## src/rtl/uamf_defines.svh

```systemverilog
// Constants for the multidrop receive filter and serial interrupt ranking
`ifndef UAMF_DEFINES_SVH
`define UAMF_DEFINES_SVH

`define UAMF_PORTS      2
`define UAMF_DATA_W     8
`define UAMF_NINTH      8
`define UAMF_WORD_W     10
`define UAMF_BUF_DEPTH  2
`define UAMF_CNT_W      2
`define UAMF_BUF_EMPTY  2'h0
`define UAMF_BUF_ONE    2'h1
`define UAMF_BUF_FULL   2'h2

`define UAMF_MODE0      2'h0
`define UAMF_MODE1      2'h1
`define UAMF_MODE2      2'h2
`define UAMF_MODE3      2'h3

`define UAMF_ADDR_RST   8'h00
`define UAMF_DATA_ZERO  8'h00

`define UAMF_VEC_RX0    8'hA0
`define UAMF_VEC_TX0    8'hA4
`define UAMF_VEC_RX1    8'hA8
`define UAMF_VEC_TX1    8'hAC
`define UAMF_VEC_NONE   8'h00

`define UAMF_RANK_RX0   4'h7
`define UAMF_RANK_TX0   4'h8
`define UAMF_RANK_RX1   4'h9
`define UAMF_RANK_TX1   4'hA
`define UAMF_RANK_NONE  4'h0

`endif

```

## src/rtl/uamf_pkg.sv

```systemverilog
// Types shared by the multidrop receive filter modules
package uamf_pkg;
`include "uamf_defines.svh"

	typedef logic [`UAMF_WORD_W-1:0] uamf_word_t;

	typedef struct packed {
		logic [`UAMF_CNT_W-1:0] cnt;
		uamf_word_t             head;
		uamf_word_t             tail;
		logic                   ovld;
	} uamf_buf_s;

	typedef struct packed {
		logic [1:0]                    rxc;
		logic [1:0]                    ninth;
		logic [1:0]                    frm_err;
		logic [1:0]                    brk;
		logic [1:0]                    ovr;
		logic [1:0]                    txf;
		logic [1:0]                    pend;
		logic [1:0][`UAMF_DATA_W-1:0]  own_addr;
		logic [1:0][`UAMF_DATA_W-1:0]  smask;
		logic [1:0][`UAMF_WORD_W-1:0]  pword;
		logic                          irq_v;
		logic [7:0]                    vec;
		logic [3:0]                    rank;
	} uamf_top_s;
endpackage

```

## src/rtl/uamf_buf_if.sv

```systemverilog
// Valid/ready carrier between the filter and its two-entry word buffer
`timescale 1ns/1ps
interface uamf_buf_if;
	import uamf_pkg::*;
	logic       in_valid;
	logic       in_ready;
	uamf_word_t in_data;
	logic       out_valid;
	logic       out_ready;
	uamf_word_t out_data;

	modport buffer (input in_valid, input in_data, input out_ready,
		output in_ready, output out_valid, output out_data);
	modport user (output in_valid, output in_data, output out_ready,
		input in_ready, input out_valid, input out_data);
endinterface

```

## src/rtl/uamf_buf.sv

```systemverilog
// Two-entry word buffer; read data always come from the head register
`timescale 1ns/1ps
`include "uamf_defines.svh"
module uamf_buf
	import uamf_pkg::*;
(
	// Clock and reset
	input  wire logic  clock,
	input  wire logic  rst,
	// Word stream
	uamf_buf_if.buffer bif
);
	uamf_buf_s st_reg;
	uamf_buf_s st_next;
	logic      push;
	logic      pop;

	assign bif.in_ready  = (st_reg.cnt != `UAMF_BUF_FULL);
	assign bif.out_valid = st_reg.ovld;
	assign bif.out_data  = st_reg.head;
	assign push          = bif.in_valid && bif.in_ready;
	assign pop           = bif.out_valid && bif.out_ready;

	always_comb begin
		st_next = st_reg;
		if (push && pop) begin
			if (st_reg.cnt == `UAMF_BUF_ONE) begin
				st_next.head = bif.in_data;
			end else begin
				st_next.head = st_reg.tail;
				st_next.tail = bif.in_data;
			end
		end else if (pop) begin
			st_next.head = st_reg.tail;
			st_next.cnt  = st_reg.cnt - `UAMF_BUF_ONE;
		end else if (push) begin
			if (st_reg.cnt == `UAMF_BUF_EMPTY) begin
				st_next.head = bif.in_data;
			end else begin
				st_next.tail = bif.in_data;
			end
			st_next.cnt = st_reg.cnt + `UAMF_BUF_ONE;
		end
		// Registered so the stream valid leaves the block straight from a flip-flop
		st_next.ovld = (st_next.cnt != `UAMF_BUF_EMPTY);
	end

	always_ff @(posedge clock) begin
		if (rst) begin
			st_reg <= '0;
		end else begin
			st_reg <= st_next;
		end
	end
endmodule

```

## src/rtl/uamf_top.sv

```systemverilog
// Multidrop receive filter, error flags and serial interrupt ranking for two ports
// Functional notes
// Port 0 rx vector A0H, tx A4H; port 1 rx A8H, tx ACH.
// Equal-priority serial requests ranked 7,8,9,10; lowest rank served first.
// Modes 2 and 3 capture nine bits; ninth goes to rx_ninth_bit.
// Multiproc enable in modes 2/3: rx flag only when ninth bit is 1.
// Master sends address frames with ninth bit 1, data with 0.
// Multiproc enable ignored in mode 0.
// Mode 1 with multiproc enable: rx flag only after valid stop bit.
// Modes 2/3 with multiproc enable: rx flag only on given or broadcast match.
// Only frames with ninth bit 1 are address candidates.
// Given match compares only bits where the mask holds 1.
// Broadcast is address OR mask; its zero bits are ignored.
// Reset clears slave address and mask, disabling filtering.
// Missing stop bit sets the port framing error flag; software clears.
// All-zero character including stop sets the port break flag.
// Bit 8 arriving while rx flag set sets the port overrun flag.
// Match uses eight low data bits, evaluated at stop-bit sampling.
`timescale 1ns/1ps
`include "uamf_defines.svh"
module uamf_top
	import uamf_pkg::*;
(
	// Clock and reset
	input  wire logic                              clock,
	input  wire logic                              rst,
	// Receive and transmit shifter events, same clock domain
	input  wire logic [1:0]                        frame_done,
	input  wire logic [1:0][`UAMF_NINTH:0]         frame_bits,
	input  wire logic [1:0]                        stop_bit_level,
	input  wire logic [1:0]                        rx_bit8_stb,
	input  wire logic [1:0]                        tx_done,
	// Port configuration
	input  wire logic [1:0][1:0]                   rx_mode,
	input  wire logic [1:0]                        multiproc_enable,
	// Software writes and clears
	input  wire logic [1:0]                        slave_addr_wr,
	input  wire logic [1:0]                        slave_addr_mask_wr,
	input  wire logic [`UAMF_DATA_W-1:0]           wr_data,
	input  wire logic [1:0]                        rx_flag_clr,
	input  wire logic [1:0]                        tx_flag_clr,
	input  wire logic [1:0]                        err_flag_clr,
	// Flags and slave address registers
	output logic [1:0]                             rx_complete_flag,
	output logic [1:0]                             rx_ninth_bit,
	output logic [1:0]                             port_framing_error_flag,
	output logic [1:0]                             port_break_flag,
	output logic [1:0]                             port_overrun_flag,
	output logic [1:0]                             tx_done_flag,
	output logic [1:0][`UAMF_DATA_W-1:0]           slave_addr_reg,
	output logic [1:0][`UAMF_DATA_W-1:0]           slave_addr_mask_reg,
	// Interrupt requests and arbitration result
	output logic [3:0]                             irq_req,
	output logic                                   irq_pending,
	output logic [7:0]                             irq_vector,
	output logic [3:0]                             irq_rank,
	// Accepted word stream {port, ninth bit, data}
	output logic                                   rx_word_valid,
	input  wire logic                              rx_word_ready,
	output logic [`UAMF_WORD_W-1:0]                rx_word_data
);
	uamf_top_s st_reg;
	uamf_top_s st_next;
	uamf_buf_if bif ();

	function automatic logic is_nine(input logic [1:0] mode);
		is_nine = (mode == `UAMF_MODE2) || (mode == `UAMF_MODE3);
	endfunction

	// Given address and broadcast address, either one is a hit
	function automatic logic addr_match(input logic [7:0] d, input logic [7:0] sa,
		input logic [7:0] sm);
		logic [7:0] bc;
		bc = sa | sm;
		addr_match = (((d ^ sa) & sm) == `UAMF_DATA_ZERO)
			|| (((d ^ bc) & bc) == `UAMF_DATA_ZERO);
	endfunction

	function automatic logic accept_frame(input logic [1:0] mode, input logic mpe,
		input logic stop, input logic [`UAMF_NINTH:0] bits, input logic [7:0] sa,
		input logic [7:0] sm);
		case (mode)
			`UAMF_MODE0: accept_frame = 1'b1;
			`UAMF_MODE1: accept_frame = !mpe || stop;
			default: accept_frame = !mpe || (bits[`UAMF_NINTH]
				&& addr_match(bits[`UAMF_DATA_W-1:0], sa, sm));
		endcase
	endfunction

	uamf_buf u_buf (
		.clock (clock),
		.rst   (rst),
		.bif   (bif)
	);

	// Port 0 word goes first; a stalled buffer simply keeps words pending
	assign bif.in_valid  = |st_reg.pend;
	assign bif.in_data   = st_reg.pend[0] ? st_reg.pword[0] : st_reg.pword[1];
	assign bif.out_ready = rx_word_ready;

	always_comb begin
		st_next = st_reg;
		if (bif.in_ready) begin
			if (st_reg.pend[0]) begin
				st_next.pend[0] = 1'b0;
			end else if (st_reg.pend[1]) begin
				st_next.pend[1] = 1'b0;
			end
		end
		for (int p = 0; p < `UAMF_PORTS; p++) begin
			// Clears first so that a set in the same cycle wins
			if (rx_flag_clr[p]) begin
				st_next.rxc[p] = 1'b0;
			end
			if (tx_flag_clr[p]) begin
				st_next.txf[p] = 1'b0;
			end
			if (err_flag_clr[p]) begin
				st_next.frm_err[p] = 1'b0;
				st_next.brk[p] = 1'b0;
				st_next.ovr[p] = 1'b0;
			end
			if (slave_addr_wr[p]) begin
				st_next.own_addr[p] = wr_data;
			end
			if (slave_addr_mask_wr[p]) begin
				st_next.smask[p] = wr_data;
			end
			if (tx_done[p]) begin
				st_next.txf[p] = 1'b1;
			end
			if (rx_bit8_stb[p] && st_reg.rxc[p]) begin
				st_next.ovr[p] = 1'b1;
			end
			if (frame_done[p]) begin
				if (is_nine(rx_mode[p])) begin
					st_next.ninth[p] = frame_bits[p][`UAMF_NINTH];
				end
				if (rx_mode[p] != `UAMF_MODE0 && !stop_bit_level[p]) begin
					st_next.frm_err[p] = 1'b1;
					if (frame_bits[p][`UAMF_DATA_W-1:0] == `UAMF_DATA_ZERO
						&& !(is_nine(rx_mode[p]) && frame_bits[p][`UAMF_NINTH])) begin
						st_next.brk[p] = 1'b1;
					end
				end
				if (accept_frame(rx_mode[p], multiproc_enable[p], stop_bit_level[p],
					frame_bits[p], st_reg.own_addr[p], st_reg.smask[p])) begin
					st_next.rxc[p]   = 1'b1;
					st_next.pend[p]  = 1'b1;
					st_next.pword[p] = {p[0], frame_bits[p]};
				end
			end
		end
		// Fixed order among equal-priority serial sources
		st_next.irq_v = |{st_reg.txf, st_reg.rxc};
		if (st_reg.rxc[0]) begin
			st_next.vec  = `UAMF_VEC_RX0;
			st_next.rank = `UAMF_RANK_RX0;
		end else if (st_reg.txf[0]) begin
			st_next.vec  = `UAMF_VEC_TX0;
			st_next.rank = `UAMF_RANK_TX0;
		end else if (st_reg.rxc[1]) begin
			st_next.vec  = `UAMF_VEC_RX1;
			st_next.rank = `UAMF_RANK_RX1;
		end else if (st_reg.txf[1]) begin
			st_next.vec  = `UAMF_VEC_TX1;
			st_next.rank = `UAMF_RANK_TX1;
		end else begin
			st_next.vec  = `UAMF_VEC_NONE;
			st_next.rank = `UAMF_RANK_NONE;
		end
	end

	always_ff @(posedge clock) begin
		if (rst) begin
			// Zero address and mask make every bit a don't-care
			st_reg <= '0;
		end else begin
			st_reg <= st_next;
		end
	end

	assign rx_complete_flag        = st_reg.rxc;
	assign rx_ninth_bit            = st_reg.ninth;
	assign port_framing_error_flag = st_reg.frm_err;
	assign port_break_flag         = st_reg.brk;
	assign port_overrun_flag       = st_reg.ovr;
	assign tx_done_flag            = st_reg.txf;
	assign slave_addr_reg          = st_reg.own_addr;
	assign slave_addr_mask_reg     = st_reg.smask;
	assign irq_req                 = {st_reg.txf[1], st_reg.rxc[1], st_reg.txf[0], st_reg.rxc[0]};
	assign irq_pending             = st_reg.irq_v;
	assign irq_vector              = st_reg.vec;
	assign irq_rank                = st_reg.rank;
	assign rx_word_valid           = bif.out_valid;
	assign rx_word_data            = bif.out_data;
endmodule

```

## config.mk

```make
export PLATFORM = sky130hd
export DESIGN_NAME = uamf_top
export DESIGN_NICKNAME = d
export VERILOG_FILES = /design/src/rtl/uamf_pkg.sv /design/src/rtl/uamf_buf_if.sv /design/src/rtl/uamf_buf.sv /design/src/rtl/uamf_top.sv
export VERILOG_INCLUDE_DIRS = /design/src /design/src/rtl
export SDC_FILE = /design/constraint.sdc
export NUM_CORES = 1
export LEC_CHECK = 0
export BUFFER_PORTS_ARGS = -buffer_cell sky130_fd_sc_hd__buf_2
export CORE_ASPECT_RATIO = 0.9
export CORE_MARGIN = 2
export CORE_UTILIZATION = 35
export CTS_CLUSTER_DIAMETER = 200
export DETAILED_ROUTE_END_ITERATION = 10
export REMOVE_ABC_BUFFERS = 1
export SLEW_MARGIN = 20
export SYNTH_ARGS = -nofsm -noshare
export SYNTH_HDL_FRONTEND = slang
export SYNTH_SLANG_ARGS = --single-unit
```

## constraint.sdc

```tcl
create_clock -name clock -period 1.49 [get_ports clock]
set_input_delay 0.298 -clock clock [delete_from_list [all_inputs] [get_ports clock]]
set_output_delay 0.298 -clock clock [all_outputs]
set_load 0.01 [all_outputs]
```

==> flow_summary.json <==
{
  "ios": 125,
  "via_per_inst": 4.935,
  "track_usage_pct": 16.79,
  "crit_fanout": 4,
  "ant_nets": 0,
  "reg2reg_slack_ps": -190,
  "hold_end": "tx_done_flag[0]",
  "power_density_nw_per_um2": 1252,
  "ys_ff_latch": 96,
  "fin_ws_ps": -190.5,
  "final-setup-viol-count": 43,
  "gp_congestion": 0.8060,
  "r2r-end": "st_reg[30]",
  "synth-edff-count": 0,
  "fin_skew_ps": 6.776,
  "path_buf_inv": 1,
  "overflow": 0,
  "synth_area_leaders": "dfxtp_1 (40%), mux2i_1 (12%), buf_4 (11%)",
  "hold_viol_final": 0,
  "critPathKind": "register to register",
  "clock_path_buffers": 2,
  "place_ws_ps": -309.8,
  "yosysSeqAreaShare_pct": 39.76,
  "status": "complete, but fails checks",
  "largest_reg_flops": 21,
  "port_buffers": 120,
  "rsz0062_at_grt": "true",
  "tns_ps": -3902,
  "wl_um": 13220,
  "relSlewSlack_pct": 61.65,
  "cts_max_level": 3,
  "cp_slowest_cell": "o41ai_4",
  "area_growth_syn_to_layout_pct": 37.69,
  "grt_start_max_net_pins": 44,
  "die_h_um": 115.5,
  "worstMarginPinSlew_ps": 559.2,
  "synth_most_common_cell": "dfxtp_1",
  "yosys.area.top_type": "dfxtp_1",
  "synthCells": 536,
  "synth.top_cell.area_share_pct": 39.76,
  "reg2reg_depth": 6,
  "slowest_delay_ps": 400,
  "synth_cell_types": 42,
  "hold_path.class": "input pin to register",
  "drive_gt1_share_pct": 47.63,
  "cts_sinks": 96,
  "synth_warnings": 0,
  "start_kind": "register",
  "synth_flop_cell": "dfxtp_1",
  "crit_required_ps": 1760,
  "report.final.slew_viol_count": 0,
  "min_delay_path_depth": 3,
  "die_x_um": 127.9,
  "dp_hpwl_um": 9199,
  "path_clk_slew_ps": 60,
  "crit_chain": "nor2_1 -> o22ai_2 -> o41ai_4 -> o221a_4 -> clkbuf_16 -> mux2i_1",
  "drt_iter0_markers": 207,
  "fin_crit_ps": 1681,
  "mappedNetlistArea_um2": 4833,
  "first_pass_iters": 4,
  "worst_ep_arrival_time_ps": 1950,
  "violations": "negative setup slack",
  "antenna_cells": 0,
  "grt_antenna_before_repair": 0,
  "num-nets-final": 727,
  "post-route-util_pct": 49.62,
  "power.leakage_nw": 2.969,
  "num_vias": 4155,
  "syn_avg_cell_area_um2": 9.018,
  "start_util_pct": 36.04,
  "path_delay_family": "compound AO/OA/AOI/OAI gates",
  "ir_drop_mv": 0.5456,
  "drv_cap": 0,
  "worstSkewPairLatency_ps": 340,
  "remaining_drc_errors": 0,
  "design_area_um2": 6655,
  "cts_root_buf": "clkbuf_16",
  "min_from": "tx_done[0]",
  "die-area_um2": 14770,
  "placed_cell_area_um2": 5687,
  "avgRoutedWirePerCell_um": 15.71,
  "critPathCaptureType": "register",
  "core-area_um2": 13410,
  "async_reset_ff_share_pct": 0,
  "fmax_ghz": 0.5950,
  "numCtsBuffers": 9,
  "r2r_start": "slave_addr_reg[13]",
  "cts_tree": "done",
  "period_share_pct": 112.8,
  "core.rowCount": 40,
  "first_global_vias": 3994,
  "fin_cells": 842,
  "grt_pass1_wl_um": 19580,
  "synthTopCellsByCount": "dfxtp_1 (96), nor2_1 (84), buf_4 (71)",
  "post-place-cells": 811
}
worst max path at each step:
stage,from,to,cells after the start
after floorplan,st_reg[65],u_buf.st_reg[1],4
after global placement,u_buf.st_reg[21],u_buf.bif.out_data[3],7
after detailed placement,u_buf.st_reg[21],u_buf.bif.out_data[7],7
after CTS,slave_addr_reg[15],st_reg[26],6
after global routing,slave_addr_reg[14],st_reg[30],6
final,slave_addr_reg[13],st_reg[30],6
stage by stage:
step / total power, mW / hold WS, ps
6_report: 8.335 / 192.3
5_1_grt: 8.751 / 207.0
4_1_cts: 7.663 / 186.8
3_5_place_dp: 5.158 / 454.9
3_3_place_gp: 5.075 / 441.9
2_1_floorplan: 4.115 / 367.1
metal layers:
metal	vias up	global-route usage (%)	routed length, um	part of all wire (%)
met5	-	0	0	0
met1	1989	20.38	5638	43
met4	0	4.322	192	1.5
met3	20	4.155	730	5.5
li1	2039	-	-	-
met2	107	29.98	6662	50
placed cells by master, fill, tap and decap left out, types with 4 or more instances in the layout:
cell	count
a2111oi_2	4
a2111oi_4	4
a211oi_1	5
a211oi_2	13
a21oi_1	18
a22oi_1	8
buf_12	9
buf_2	120
buf_4	80
clkbuf_16	12
conb_1	4
dfxtp_1	79
dfxtp_2	17
inv_1	9
mux2i_1	59
nand2_1	11
nand2b_1	45
nand3_1	4
nor2_1	64
nor2_2	14
nor2_4	6
nor4_1	6
o21ai_0	4
o22ai_1	4
o22ai_2	4
xor2_1	16
where the power goes:
part | leakage (nW) | switching (mW) | internal (mW) | total [mW]
Sequential | 0.797 | 0.281 | 2.90 | 3.19
Clock | 0.130 | 0.946 | 1.15 | 2.09
Combinational | 2.04 | 1.47 | 1.58 | 3.06
kinds of logic (layout without fill, tap and decap cells):
| kind of cell | Yosys count | in the layout | synth area share (%) |
|---|---|---|---|
| simple gates | 169 | 169 | 16.98 |
| buf+inv | 106 | 241 | 14.29 |
| other cells | 1 | 4 | 0.07759 |
| compound gates | 85 | 85 | 12.81 |
| fa+ha+maj | 3 | 3 | 0.7767 |
| flops | 96 | 96 | 39.76 |
| mux | 59 | 59 | 12.22 |
| xor+xnor | 17 | 17 | 3.080 |
cell type report:
cell class	count	area, um^2
Clock buffer	10	239.0
Clock inverter	4	22.52
Fill cell	1259	6758
Inverter	11	41.29
Multi-Input combinational cell	337	2665
Sequential cell	96	1943
Tap cell	168	210.2
Timing Repair Buffer	216	1534
what timing repair did:
action	4_1_cts	5_1_grt
endpoints found under the setup margin	44	45
hold buffers	0	0
setup buffers	7	7
gates resized for setup	42	66
pin swaps	21	29
gates cloned	2	3
worst reg2reg max path, stage by stage (launching register included):
cell       delay, ps
dfxtp_2          330
nor2_1           130
o22ai_2          130
o41ai_4          400
o221a_4          290
clkbuf_16        150
mux2i_1          180
Note: power is estimated with default switching activity, not from simulation.
